File: config.mk
export PLATFORM = sky130hd
export DESIGN_NAME = flash_led_control_registers
export DESIGN_NICKNAME = d
export VERILOG_FILES = /design/src/flash_pkg.sv /design/src/flash_led_control_registers.sv
export SDC_FILE = /design/constraint.sdc
export NUM_CORES = 1
export LEC_CHECK = 0
export ABC_AREA = 0
export BUFFER_PORTS_ARGS = -buffer_cell sky130_fd_sc_hd__buf_2
export CAP_MARGIN = 15
export CORE_MARGIN = 2
export CORE_UTILIZATION = 40
export DETAILED_ROUTE_END_ITERATION = 16
export PLACE_DENSITY = 0.56
export SYNTH_ARGS = -nofsm -noshare
export SYNTH_HDL_FRONTEND = slang
export SYNTH_SLANG_ARGS = --single-unit
File: constraint.sdc
create_clock -name clock -period 3.4 [get_ports clock]
set_input_delay 0.34 -clock clock [delete_from_list [all_inputs] [get_ports clock]]
set_output_delay 0.34 -clock clock [all_outputs]
set_load 0.05 [all_outputs]
File: src/flash_pkg.sv
// shared constants and carriers for the flash led control core
package flash_pkg;

  // register indices on the serial port
  localparam logic [7:0] REG_CONTROL   = 8'h00;
  localparam logic [7:0] REG_LEVEL     = 8'h01;
  localparam logic [7:0] REG_INDICATOR = 8'h02;
  localparam logic [7:0] REG_CONDITION = 8'h03;
  localparam logic [7:0] RESET_BYTE    = 8'h00;

  // slave address 0110000..0110011, low two bits from the select pin
  localparam logic [4:0] SLAVE_ADDR_BASE = 5'h0c;
  localparam logic [3:0] BITS_PER_BYTE   = 4'h8;
  localparam logic [3:0] LAST_BIT        = 4'h7;

  // current index and timer encodings
  localparam logic [3:0] FLASH_INDEX_OFFSET = 4'h5;
  localparam logic [3:0] INDICATOR_STEADY   = 4'hf;
  localparam logic [3:0] COUNT_ZERO         = 4'h0;

  // time base
  localparam int CLOCK_MHZ   = 125;
  localparam int TICK_MS     = 100;
  localparam int TICK_CYCLES = TICK_MS * 1000 * CLOCK_MHZ;
  localparam int TICK_WIDTH  = 24;

  typedef struct packed {
    logic       supply_up_bit;
    logic       flash_arm_bit;
    logic       steady_light_bit;
    logic       thermistor_watch_bit;
    logic [3:0] flash_limit_field;
  } control_byte_s;

  typedef struct packed {
    logic       unused_hi;
    logic [2:0] steady_level_field;
    logic       unused_lo;
    logic [2:0] flash_level_field;
  } current_level_byte_s;

  typedef struct packed {
    logic [3:0] indicator_level_field;
    logic [3:0] indicator_time_field;
  } indicator_byte_s;

  typedef struct packed {
    logic lamp_short_flag;
    logic flash_running_flag;
    logic lamp_open_flag;
    logic thermistor_warn_flag;
    logic thermistor_hot_flag;
    logic die_overheat_flag;
    logic coil_overcurrent_flag;
    logic output_short_flag;
  } condition_byte_s;

  // analog sense inputs
  typedef struct packed {
    logic mirror_high;
    logic vout_high;
    logic thermistor_warn;
    logic thermistor_hot;
    logic die_hot;
    logic coil_peak;
    logic vout_short;
  } sense_s;

  // controls toward the analog section
  typedef struct packed {
    logic       analog_enable;
    logic       thermistor_enable;
    logic       flash_active;
    logic       steady_on;
    logic       indicator_on;
    logic [3:0] combined_current_index;
    logic [3:0] indicator_level;
  } drive_s;

endpackage : flash_pkg

File: src/flash_led_control_registers.sv
// serial register bank and control core of a flash led driver
// How it works
// - repeated start and address with read bit; we ack then send data.
// - no master ack needed after a data byte; master then stops.
// - index increments after each read; master ack streams next register.
// - supply-up enables analog blocks, and the thermistor per the watch bit in ready mode; else only serial port.
// - flash active is strobe pin AND flash arm bit AND supply-up, with no fault flag latched and the flash counter nonzero.
// - flash only with supply-up set; current follows flash level field.
// - steady light bit in ready mode gives torch from steady level.
// - watch bit enables thermistor in ready; always on in torch/flash.
// - flash limit code n gives n times 100 ms maximum flash.
// - entering flash counts down from the loaded limit value.
// - count at zero clears arm bit and asserts attention at once.
// - flash limit field keeps its value; counter never writes back.
// - index is steady level in torch, flash level plus five in flash.
// - nonzero indicator level write restarts the timer; zero turns off.
// - indicator source works only in ready mode.
// - indicator time code n gives n times 100 ms; 15 stays on.
// - indicator on/off follows level writes only, never time writes.
// - short flag sets on mirror high in torch/flash; read clears it.
// - flash running flag is high exactly while flash is active.
// - attention low on latched status; released by a status read.
// - unlatched flags are live; latched flags hold until status read.
// - flash counter accumulates across strobes; control write reloads it.
// - slave address chosen from four by the select pin.
`timescale 1ns/1ps
module flash_led_control_registers #(
  parameter int TICK_CYCLES = flash_pkg::TICK_CYCLES
) (
  // clock and reset
  input  wire logic              clock,
  input  wire logic              resetn,
  // serial port, open drain data
  input  wire logic              scl_in,
  input  wire logic              sda_in,
  output logic                   sda_out,
  output logic                   sda_oe,
  // address select strap, 0 gnd 1 supply 2 data 3 clock
  input  wire logic [1:0]        addr_sel,
  // flash strobe pin
  input  wire logic              flash_strobe_pin,
  // analog sense and drive
  input  wire flash_pkg::sense_s sense,
  output flash_pkg::drive_s      drive,
  // open drain attention pin, active low
  output logic                   attention_out_n,
  output logic                   attention_oe
);
  import flash_pkg::*;

  typedef enum logic [2:0] {
    st_idle     = 3'b000,
    st_addr     = 3'b001,
    st_ack_addr = 3'b010,
    st_index    = 3'b011,
    st_write    = 3'b100,
    st_ack_data = 3'b101,
    st_read     = 3'b110,
    st_mack     = 3'b111
  } port_state_e;

  // serial port state
  port_state_e st_q, st_d;
  logic [3:0]  cnt_q, cnt_d;
  logic [7:0]  sh_q, sh_d;
  logic [7:0]  idx_q, idx_d;
  logic        rw_q, rw_d;
  logic        oe_q, oe_d;
  logic        scl_q, sda_q;
  logic [6:0]  addr_q;
  logic        addr_done_q;
  logic        wr_en, load_now;
  logic        start_cond, stop_cond, scl_rise, scl_fall;
  logic [7:0]  rd_byte;

  // register and control state
  control_byte_s       ctl_q, ctl_d;
  current_level_byte_s lvl_q, lvl_d;
  indicator_byte_s     ind_q, ind_d;
  condition_byte_s     lat_q, lat_d, set_vec, view;
  logic                timeout_q, timeout_d;
  logic [3:0]          fcnt_q, fcnt_d;
  logic [3:0]          icnt_q, icnt_d;
  logic                irun_q, irun_d;
  logic [TICK_WIDTH-1:0] tick_q, tick_d;
  logic                atn_q, atn_d;
  drive_s              drive_q, drive_d;
  logic                tick, fault, supply, flash_req, flash_act;
  logic                torch, ready, stat_clear, ind_steady;

  function automatic logic [7:0] read_reg(input logic [7:0] index,
                                          input logic [7:0] c, l, i, s);
    logic [7:0] r;
    unique case (index)
      REG_CONTROL:   r = c;
      REG_LEVEL:     r = l;
      REG_INDICATOR: r = i;
      REG_CONDITION: r = s;
      default:       r = RESET_BYTE;
    endcase
    return r;
  endfunction : read_reg

  // bus line conditions, inputs taken as synchronous
  assign start_cond = scl_in & scl_q & sda_q & ~sda_in;
  assign stop_cond  = scl_in & scl_q & ~sda_q & sda_in;
  assign scl_rise   = scl_in & ~scl_q;
  assign scl_fall   = ~scl_in & scl_q;
  assign rd_byte    = read_reg(idx_q, ctl_q, lvl_q, ind_q, view);
  assign sda_out    = 1'b0;
  assign sda_oe     = oe_q;

  always_comb begin
    st_d     = st_q;
    cnt_d    = cnt_q;
    sh_d     = sh_q;
    idx_d    = idx_q;
    rw_d     = rw_q;
    oe_d     = oe_q;
    wr_en    = 1'b0;
    load_now = 1'b0;
    if (start_cond) begin
      st_d  = st_addr;
      cnt_d = COUNT_ZERO;
      oe_d  = 1'b0;
    end else if (stop_cond) begin
      st_d = st_idle;
      oe_d = 1'b0;
    end else begin
      unique case (st_q)
        st_idle: ;
        st_addr, st_index, st_write: begin
          if (scl_rise && cnt_q != BITS_PER_BYTE) begin
            sh_d  = {sh_q[6:0], sda_in};
            cnt_d = cnt_q + 4'h1;
          end else if (scl_fall && cnt_q == BITS_PER_BYTE) begin
            cnt_d = COUNT_ZERO;
            if (st_q == st_addr) begin
              if (sh_q[7:1] == addr_q) begin
                oe_d = 1'b1;
                rw_d = sh_q[0];
                st_d = st_ack_addr;
              end else begin
                st_d = st_idle;
              end
            end else if (st_q == st_index) begin
              idx_d = sh_q;
              oe_d  = 1'b1;
              st_d  = st_ack_data;
            end else begin
              wr_en = 1'b1;
              idx_d = idx_q + 8'h01;
              oe_d  = 1'b1;
              st_d  = st_ack_data;
            end
          end
        end
        st_ack_addr: begin
          if (scl_fall) begin
            oe_d = 1'b0;
            if (rw_q) begin
              load_now = 1'b1;
            end else begin
              st_d = st_index;
            end
          end
        end
        st_ack_data: begin
          if (scl_fall) begin
            oe_d = 1'b0;
            st_d = st_write;
          end
        end
        st_read: begin
          if (scl_fall) begin
            cnt_d = cnt_q + 4'h1;
            if (cnt_q == LAST_BIT) begin
              oe_d = 1'b0;
              st_d = st_mack;
            end else begin
              sh_d = {sh_q[6:0], 1'b0};
              oe_d = ~sh_q[6];
            end
          end
        end
        st_mack: begin
          // no ack from master just ends the stream
          if (scl_rise && sda_in) begin
            st_d = st_idle;
          end else if (scl_fall) begin
            load_now = 1'b1;
          end
        end
      endcase
    end
    if (load_now) begin
      sh_d    = rd_byte;
      idx_d   = idx_q + 8'h01;
      oe_d    = ~rd_byte[7];
      cnt_d   = COUNT_ZERO;
      st_d    = st_read;
    end
  end

  always_ff @(posedge clock or negedge resetn) begin
    if (!resetn) begin
      st_q  <= st_idle;
      cnt_q <= COUNT_ZERO;
      sh_q  <= RESET_BYTE;
      idx_q <= RESET_BYTE;
      rw_q  <= 1'b0;
      oe_q  <= 1'b0;
      scl_q <= 1'b1;
      sda_q <= 1'b1;
    end else begin
      st_q  <= st_d;
      cnt_q <= cnt_d;
      sh_q  <= sh_d;
      idx_q <= idx_d;
      rw_q  <= rw_d;
      oe_q  <= oe_d;
      scl_q <= scl_in;
      sda_q <= sda_in;
    end
  end

  // strap caught once after reset release, never under the reset itself
  always_ff @(posedge clock or negedge resetn) begin
    if (!resetn) begin
      addr_q      <= {SLAVE_ADDR_BASE, 2'b00};
      addr_done_q <= 1'b0;
    end else if (!addr_done_q) begin
      addr_q      <= {SLAVE_ADDR_BASE, addr_sel};
      addr_done_q <= 1'b1;
    end
  end

  // operating mode decode
  assign supply     = ctl_q.supply_up_bit;
  assign fault      = lat_q.lamp_open_flag | lat_q.thermistor_hot_flag |
                      lat_q.die_overheat_flag | lat_q.output_short_flag;
  assign flash_req  = supply & ctl_q.flash_arm_bit & flash_strobe_pin &
                      ~fault;
  assign flash_act  = flash_req & (fcnt_q != COUNT_ZERO);
  assign torch      = supply & ctl_q.steady_light_bit & ~flash_act &
                      ~fault;
  assign ready      = supply & ~flash_act & ~torch;
  assign tick       = (tick_q == TICK_WIDTH'(TICK_CYCLES - 1));
  assign stat_clear = load_now & (idx_q == REG_CONDITION);
  assign ind_steady = (ind_q.indicator_time_field == INDICATOR_STEADY);

  // live flags merge into the latched ones for reading
  always_comb begin
    view                       = lat_q;
    view.flash_running_flag    = flash_act;
    view.coil_overcurrent_flag = sense.coil_peak;
  end

  always_comb begin
    set_vec                      = '0;
    set_vec.lamp_short_flag      = sense.mirror_high & (torch | flash_act);
    set_vec.lamp_open_flag       = sense.vout_high & (torch | flash_act);
    set_vec.thermistor_warn_flag = sense.thermistor_warn &
                                   drive_d.thermistor_enable;
    set_vec.thermistor_hot_flag  = sense.thermistor_hot &
                                   drive_d.thermistor_enable;
    set_vec.die_overheat_flag    = sense.die_hot & supply;
    set_vec.output_short_flag    = sense.vout_short & supply;
  end

  always_comb begin
    ctl_d     = ctl_q;
    lvl_d     = lvl_q;
    ind_d     = ind_q;
    fcnt_d    = fcnt_q;
    icnt_d    = icnt_q;
    irun_d    = irun_q;
    tick_d    = tick ? '0 : tick_q + TICK_WIDTH'(1);
    // flash safety countdown, never written back to the limit field
    if (tick && flash_act) begin
      fcnt_d = fcnt_q - 4'h1;
    end
    // indicator on-time, source drops the cycle after the count empties
    if (tick && irun_q && !ind_steady && icnt_q != COUNT_ZERO) begin
      icnt_d = icnt_q - 4'h1;
    end
    if (!ind_steady && icnt_q == COUNT_ZERO) begin
      irun_d = 1'b0;
    end
    if (wr_en) begin
      unique case (idx_q)
        REG_CONTROL: begin
          ctl_d  = control_byte_s'(sh_q);
          fcnt_d = sh_q[3:0];
        end
        REG_LEVEL: lvl_d = current_level_byte_s'(sh_q);
        REG_INDICATOR: begin
          ind_d  = indicator_byte_s'(sh_q);
          // only the level nibble starts or stops the source
          irun_d = (sh_q[7:4] != COUNT_ZERO);
          icnt_d = sh_q[3:0];
        end
        default: ;
      endcase
    end
    // expiry wins over a same-cycle write of the arm bit
    if (flash_req && fcnt_q == COUNT_ZERO) begin
      ctl_d.flash_arm_bit = 1'b0;
    end
    // a new event beats the clear of the same read
    timeout_d = (timeout_q & ~stat_clear) |
                (flash_req & (fcnt_q == COUNT_ZERO));
    lat_d     = condition_byte_s'((lat_q & ~{8{stat_clear}}) |
                                  set_vec);
    atn_d     = (|lat_d) | timeout_d;
  end
  always_comb begin
    drive_d                   = '0;
    drive_d.analog_enable     = supply;
    drive_d.thermistor_enable = supply &
                                (ctl_q.thermistor_watch_bit | ~ready);
    drive_d.flash_active      = flash_act;
    drive_d.steady_on         = torch;
    drive_d.indicator_on      = ready & irun_q &
                                (ind_q.indicator_level_field != COUNT_ZERO);
    drive_d.indicator_level   = ind_q.indicator_level_field;
    if (flash_act) begin
      drive_d.combined_current_index = {1'b0, lvl_q.flash_level_field} +
                                       FLASH_INDEX_OFFSET;
    end else if (torch) begin
      drive_d.combined_current_index = {1'b0, lvl_q.steady_level_field};
    end
  end
  always_ff @(posedge clock or negedge resetn) begin
    if (!resetn) begin
      ctl_q     <= control_byte_s'(RESET_BYTE);
      lvl_q     <= current_level_byte_s'(RESET_BYTE);
      ind_q     <= indicator_byte_s'(RESET_BYTE);
      lat_q     <= condition_byte_s'(RESET_BYTE);
      timeout_q <= 1'b0;
      fcnt_q    <= COUNT_ZERO;
      icnt_q    <= COUNT_ZERO;
      irun_q    <= 1'b0;
      tick_q    <= '0;
      atn_q     <= 1'b0;
      drive_q   <= '0;
    end else begin
      ctl_q     <= ctl_d;
      lvl_q     <= lvl_d;
      ind_q     <= ind_d;
      lat_q     <= lat_d;
      timeout_q <= timeout_d;
      fcnt_q    <= fcnt_d;
      icnt_q    <= icnt_d;
      irun_q    <= irun_d;
      tick_q    <= tick_d;
      atn_q     <= atn_d;
      drive_q   <= drive_d;
    end
  end
  assign drive           = drive_q;
  assign attention_out_n = 1'b0;
  assign attention_oe    = atn_q;
endmodule : flash_led_control_registers

---- After elaboration in Yosys (flattened, before gate mapping) ----
Cells that the tools add are included.
word-level totals
  register bits after elaboration ......... 110
  bits of input ports ..................... 14
  output and inout port bits .............. 17
  logic and storage cells ................. 251
operators by class
  add/subtract/negate cells ............... 6
  eq/ne operators ......................... 36
  mux-type cells .......................... 77
  bitwise logic cells ..................... 52
  reduce and logical (&&, ||, !) cells .... 38
operators with widths
  kind                                                              number
  8-bit 2-to-1 mux                                                  14
  4-bit 2-to-1 mux                                                  13
  5-bit inequality test (second input constant)                     9
  3-bit 2-to-1 mux                                                  13
  8-bit one-hot mux with 4 select lines                             1
  1-bit AND                                                         28
  1-bit 2-to-1 mux                                                  27
  24-bit by 1-bit adder with 24-bit output (second input constant)  1
  24-bit == test (second input constant)                            1
  24-bit 2-to-1 mux                                                 1
  4-bit nonzero test                                                5
  6-bit AND reduction                                               3
  8-bit by 2-bit == test with 1-bit output (second input constant)  2
  8-bit one-hot mux with 2 select lines                             1
  3-bit one-hot mux with 5 select lines                             1
  7-bit 2-to-1 mux                                                  2
  1-bit inverter                                                    14
  3-bit == test (second input constant)                             4
  3-bit inequality test (second input constant)                     4
  1-bit logical AND                                                 9
  9-bit AND reduction                                               1
  8-bit by 1-bit adder with 8-bit output (second input constant)    1
  8-bit AND                                                         1
  4-bit == test (second input constant)                             2
  32 further kinds                                                  51

---- Longest topological paths before layout ----
Gate-level depths: netlist of the first run.
  word-level depth ........................ 18
  depth in mapped cells ................... 9
  gate-level depth less buffers ........... 9

---- Worst setup path after synthesis of the first run ----
Ideal clock, no wire load.
  path kind ............................... reg-to-reg
  start ................................... register idx_q[4]
  end ..................................... register lvl_q[0] (netlist bit)
  library setup time ...................... 125 ps
  arrival time ............................ 1,833 ps
  data required time ...................... 3,275 ps
  slack ................................... 1,442 ps
  cell stages (with the launch flop) ...... 7
  path buffers ............................ 2
  period minus slack after synthesis ...... 1,958 ps
  cells stage by stage .................... dfrtp_1 or4_1 nor3_1 buf_4 and3_1 buf_4 mux2_2
between the ends
  longest elaborated chain between the ends .. 2
RTL lines
  what                                      RTL line                            RTL
  start, declared                           flash_led_control_registers.sv:66   logic [7:0] idx_q, idx_d;
  start signal, assigned                    flash_led_control_registers.sv:219  idx_q <= idx_d;
  8-bit by 1-bit == test with 1-bit output  flash_led_control_registers.sv:291  unique case (idx_q)
  2-bit AND reduction (no source line)      n/a
  end signal, assigned                      flash_led_control_registers.sv:337  lvl_q <= current_level_byte_s'(RESET_BYTE);
  end signal, assigned                      flash_led_control_registers.sv:349  lvl_q <= lvl_d;
  end, declared                             flash_led_control_registers.sv:78   current_level_byte_s lvl_q, lvl_d;
Every way passes these cells.
A chain may end at the register's enable or synchronous reset.

---- Final worst setup path of the first run ----
  start ................................... register st_q[0]
  end ..................................... register sh_q[6]
between the ends
  longest elaborated chain between the ends .. 6
  elaborated cells between the ends (all ways) .. 21
  classes of those cells .................. eq/ne: 11; mux: 7; reduce/logical: 3
RTL lines
  what                                                                                RTL line                                                                RTL
  start, declared                                                                     flash_led_control_registers.sv:63                                       port_state_e st_q, st_d;
  start signal, assigned                                                              flash_led_control_registers.sv:207                                      st_q <= st_idle;
  start signal, assigned                                                              flash_led_control_registers.sv:216                                      st_q <= st_d;
  3-bit == test, or another cell as far along                                         flash_led_control_registers.sv:130                                      unique case (st_q)
  1-bit one-hot mux with 2 select lines / 3-bit OR reduction (equally long branches)  flash_led_control_registers.sv:130
  1-bit 2-to-1 mux / 8-bit one-hot mux with 2 select lines (equally long branches)    flash_led_control_registers.sv:126, flash_led_control_registers.sv:130
  1-bit 2-to-1 mux / 8-bit 2-to-1 mux (equally long branches)                         flash_led_control_registers.sv:122, flash_led_control_registers.sv:126
  3-bit inequality test (no source line), or another cell as far along                n/a
  6-bit AND reduction (no source line) / 8-bit 2-to-1 mux (equally long branches)     n/a
  end signal, assigned                                                                flash_led_control_registers.sv:209                                      sh_q <= RESET_BYTE;
  end signal, assigned                                                                flash_led_control_registers.sv:218                                      sh_q <= sh_d;
  end, declared                                                                       flash_led_control_registers.sv:65                                       logic [7:0] sh_q, sh_d;
Parallel ways exist; a longest one is shown, timed or not. The select of a mux whose other input is x is not followed.

==> results of run 1 <==
## power by group
group,internal [mW],total (mW),leakage [nW],switching [mW]
Clock,0.523,1.01,0.135,0.485
Sequential,1.38,1.58,1.43,0.204
Combinational,0.187,0.441,1.36,0.253
Total,2.09,3.03,2.93,0.943
## cell type report
cell class                      instances  area (um2)
Sequential cell                       110        2760
Fill cell                            1294        7670
Clock buffer                           12         246
Inverter                               22        82.6
Clock inverter                          3        28.8
Tap cell                              180         225
Multi-Input combinational cell        405        2760
Timing Repair Buffer                   31         165
## final timing paths
kind                       cells past startpoint  startpoint   endpoint  slack [ns]
hold / removal                                 1      scl_in      scl_q        0.13
setup reg to reg                               5     st_q[0]    sh_q[6]        0.72
min in group asynchronous                      1      resetn  fcnt_q[2]        0.14
max in group asynchronous                      2      resetn      sda_q        2.36
setup / recovery                               5     st_q[0]    sh_q[6]        0.72
hold reg to reg                                0  drive_d[2]   drive[2]        0.46
## worst max-delay path, delay by kind of cell, from the launching register on
| kind | cells | cell delay [ns] |
|---|---|---|
| compound gates | 3 | 1.33 |
| simple gates | 1 | 0.16 |
| mux | 1 | 0.39 |
| flops | 1 | 0.69 |
## per-layer routing
metal / vias to the layer above / GRT usage [%] / share of wire [%]
met5: - / 0 / 0
li1: 2070 / - / -
met4: 0 / 6.25 / 2.0
met2: 107 / 29.0 / 45
met1: 2175 / 26.4 / 49
met3: 20 / 4.30 / 4.3
## through the flow
step	hold slack (ns)	setup slack (ns)	total power, mW	instances	area, um2
after global placement	0.449	0.841	2.03	748	5990
final	0.130	0.716	3.03	763	6270
after detailed placement	0.441	0.736	2.05	748	5990
after CTS	0.117	0.732	3.06	763	6270
after global routing	0.114	0.467	3.18	763	6270
after floorplan	0.0444	1.44	1.87	561	5730
## state kept, by name, indices dropped and copies added, names as in the netlist, 2 cells and up
name     count
tick_q      24
drive       13
idx_q        8
lat_q        8
lvl_q        8
sh_q         8
ctl_q        7
cnt_q        4
drive_d      4
fcnt_q       4
icnt_q       4
ind_q        4
st_q         3
addr_q       2
## cell families after synthesis
kind of cell,share of synthesized area (%)
muxes,6.88
xor gates and xnor gates,4.13
other,0.131
DFF,48.1
and+or+nand+nor,19.0
adders and majority gates,2.19
AOI/OAI and AO/OA,15.8
buffers and inverters,3.67
## cell usage after synthesis (3+ instances only)
master and number:
nor2b_1 4, nand2b_1 5, a31oi_1 4, nor2_1 37
and2_1 4, nand3_2 4, a21oi_1 19, xor2_1 15
nor4b_1 3, clkbuf_1 8, nor4_1 8, o211ai_1 4
nand3b_1 3, a22oi_1 4, o21a_1 3, nand4_1 12
mux2_2 27, nor3_1 9, o2bb2ai_1 6, and3_1 11
a221oi_1 6, mux2i_1 9, o21ai_0 38, nand2_1 63
nand3_1 14, or3_1 3, dfrtp_1 108, a21o_1 4
ha_1 10, inv_1 22, a22o_1 14, buf_4 7
or4_1 3, xnor2_1 12, buf_2 9
==> results.cfg, run 1 <==
[logic_synthesis]
synth_area_leaders = dfrtp_1 (47%), mux2_2 (5.3%), nand2_1 (4.1%)
synth_top_area_cell = dfrtp_1
synthFlopType = dfrtp_1
yosys_warnings = 0
synth_edf_count = 0
synth.ff_latch_count = 110
avgSynthCellArea_um2 = 10.2
synthesis.area_mm2 = 0.00573
ys_types = 70
synth_top_cell_area_share_pct = 47.2
syn_inst = 560
async_flop_share_pct = 100
yosysSeqAreaShare_pct = 48.1

[die]
die-area_mm2 = 0.0153
rows = 43
die_height_um = 124
start_util_pct = 41.1
coreArea_mm2 = 0.0139
die_w_um = 124
io_pins = 31

[clocking]
postCtsSetupRepairBufs = 0
clockBufferDepth = 2
cts_tree = yes
root_buffer = clkbuf_16
cts_buffers = 9
hold_buffers = 0
clock_sinks = 110
cts.clk_slew.worst_paths_ns = 0.07
htreeDepth = 3
insertion_delay_ns = 0.36
cts.repair.resized = 0

[timing]
setup_viol = 0
finalHoldViolCount = 0
fmax_mhz = 373
fin_skew_ns = 0.0135
fin_setup_tns_ns = 0
max_slew.worst_pin.slew_ns = 1.02
fin_crit_ns = 2.68
grt_setup_unrepaired = no
maxSlewHeadroom_pct = 32.2
min_period_over_period_pct = 78.9
final_max_slew_viol_count = 0

[finish]
finalCoreUtilization_pct = 45.0
fin_nets = 603
drive_gt1_share_pct = 15.8
flow.area_growth_from_synthesis_pct = 9.46
n_antenna_cell = 0
final_cell_mix = dfrtp_1 (108), nand2_1 (63), o21ai_0 (38), nor2_1 (37)
layout_commonest_cell = dfrtp_1

[global_route]
grt_pass1_wl_um = 22000
grt_pass1_vias = 4259
grt_usage_pct = 18.9
grt_start_max_net_pins = 80
grt_overflow = 0
antenna_found_initial = 0

[detailed_routing]
drt_iter0_drc = 350
ant_nets = 0
drc = 0
vias = 4372
vias_per_cell = 5.73
routed_wl_um = 13600
drtPass1Iterations = 4
wl_per_cell_um = 17.8

[run_status]
outcome = finished, final reports clean

[critical_path]
arrival_ns = 2.92
end_kind = flop
slowest_stage = dfrtp_1
crit_fanout = 20
cp_data_required_time_ns = 3.64
crit_chain = nor3b_1, o211ai_1, o21ai_0, o21ai_2, mux2_2
criticalPathCategory = flop to flop
crit_path_start_kind = flop
crit_path_max_incr_delay_ns = 0.69

[min_path]
min_path_type = input port to flop

[placed_design]
port_buffers = 28
dp.final_hpwl_um = 9590
globalplace.congestion = 0.884

[power]
power_leakage_nw = 2.93
peakVddDrop_v = 0.000258
pwr_density_cell_mw_per_mm2 = 484

[job]
drv_cap = 0
Note: power is estimated with default switching activity, not from simulation.
==> inputs of run 2 (changes only) <==
- PLACE_DENSITY: 0.56 -> 0.58
- clock period: 3.4 -> 2.29 ns (I/O delays scaled with it)
==> results.cfg, run 2 (synthesis results as in run 1) <==
[min_path]
worstHoldStart = scl_in
min_path_type = input port to flop

[detailed_routing]
drtPass1Iterations = 5
routed_wl_um = 13800
drt_iter0_drc = 255
vias = 4446
ant_nets = 0
drc = 0
vias_per_cell = 5.62
wl_per_cell_um = 17.4

[global_route]
grt_overflow = 0
grt_pass1_vias = 4518
grt_util_met3_pct = 4.53
gr-usage-met2_pct = 31.6
grt_start_max_net_pins = 44
grt_use_met1_pct = 26.0
grt_pass1_wl_um = 22900
antenna_found_initial = 0
busiest_layer = met2
grt_usage_pct = 19.5

[placed_design]
post_dp_cell_area_mm2 = 0.00621
globalplace.congestion = 0.880
port_buffers = 28
dp.final_hpwl_um = 10300

[finish]
flow.area_growth_from_synthesis_pct = 14.3
drive_gt1_share_pct = 20.5
fin_nets = 630
final_cell_mix = dfrtp_1 (108), nand2_1 (63), o21ai_0 (38), nor2_1 (36), buf_4 (28)
fin_area_mm2 = 0.00654
regMostFlops = tick_q
largest_reg_flops = 24
n_antenna_cell = 0
layout_commonest_cell = dfrtp_1

[power]
pwr_density_cell_mw_per_mm2 = 724
netSwitchingPower_mw = 1.45
p_comb_share_pct = 19.0
power_leakage_nw = 3.10
peakVddDrop_v = 0.000400
intPower_mw = 3.28
sw_frac_of_total_pct = 30.6
power.share.clock_pct = 34.0
power_frac_seq_pct = 47.0

[critical_path]
criticalPathCategory = flop to flop
crit_chain = inv_1, ha_1, nor3b_2, nor2_1, nand2_1, inv_2, a222oi_1, o221ai_1, mux2_2
crit_fanout = 5
crit_path_max_incr_delay_ns = 0.40
reg2reg_from = fcnt_q[0]
crit_path_start = fcnt_q[0]
end_kind = flop
arrival_ns = 2.41
crit_path_start_kind = flop
cp_data_required_time_ns = 2.53
slowest_stage = a222oi_1

[timing]
finalHoldViolCount = 0
max_slew.worst_pin.slew_ns = 0.643
fin_setup_tns_ns = 0
maxSlewHeadroom_pct = 56.5
final_max_slew_viol_count = 0
fin_skew_ns = 0.0123
fin_crit_ns = 2.16
grt_setup_unrepaired = no
fmax_mhz = 462
min_period_over_period_pct = 94.5
setup_viol = 0

[run_status]
outcome = finished, final reports clean

[die]
coreArea_mm2 = 0.0139
start_util_pct = 41.1
die-area_mm2 = 0.0153
io_pins = 31
die_w_um = 124
rows = 43
die_height_um = 124

[clocking]
clock_sinks = 110
insertion_delay_ns = 0.36
cts.clk_slew.worst_paths_ns = 0.08
clockBufferDepth = 2
root_buffer = clkbuf_16
cts_buffers = 9
cts_tree = yes
htreeDepth = 3

[job]
drv_cap = 0
[run 2: routing by layer]
| metal | vias to the layer above | share of wire (%) |
|---|---|---|
| met5 | - | 0 |
| met4 | 0 | 1.8 |
| met3 | 21 | 4.7 |
| met2 | 98 | 47 |
| met1 | 2202 | 47 |
| li1 | 2125 | - |
[run 2: worst paths after layout]
| kind | to | slack [ns] | cells after the start |
|---|---|---|---|
| setup / recovery | sh_q[6] | 0.13 | 9 |
| hold / removal | scl_q | 0.02 | 1 |
| setup reg to reg | sh_q[6] | 0.13 | 9 |
| hold reg to reg | drive[2] | 0.47 | 0 |
| max in group asynchronous | idx_q[5] | 1.29 | 3 |
| min in group asynchronous | tick_q[8] | 0.41 | 2 |
[run 2: final cells by class]
cell class / count / area (um2)
clock buffer: 9 / 225
clock inverter: 7 / 80.1
fill: 1302 / 7390
inverter: 22 / 82.6
multi-input combinational: 405 / 2780
sequential: 110 / 2760
tap: 180 / 225
timing repair buffer: 58 / 395
[run 2: timing repair]
action / CTS / global route
endpoints found under the setup margin: 0 / 9
hold buffers: 1 / 0
hold endpoints to repair: 39 / 0
setup buffers: 0 / 0
gates resized for setup: 0 / 4
[run 2: stage by stage]
stage	hold slack [ns]	utilization, %	cells	setup slack (ns)	power (mW)
2_1_floorplan	-0.0666	-	561	0.332	2.78
3_3_place_gp	0.262	44.6	774	0.0843	3.14
3_5_place_dp	0.271	44.6	774	0.0733	3.15
4_1_cts	0.00452	46.8	791	0.0470	4.78
5_1_grt	0.00999	47.0	791	0.00102	4.98
6_report	0.0191	47.0	791	0.125	4.73
[run 2: power by group through the flow]
stage / Combinational [mW] / Clock (mW) / Sequential (mW)
floorplan: 0.609 / 0 / 2.17
global placement: 0.884 / 0 / 2.26
detailed placement: 0.889 / 0 / 2.26
CTS: 0.894 / 1.66 / 2.22
global route: 0.995 / 1.74 / 2.25
finish: 0.898 / 1.61 / 2.23
[run 2: critical path, delay by kind of cell (launching register included)]
kind	cells	cell delay, ns
buffers and inverters	2	0.19
AO/OA/AOI/OAI	2	0.58
flip-flops	1	0.38
adder cells (fa/ha/maj)	1	0.19
AND/OR/NAND/NOR	3	0.43
multiplexers	1	0.28
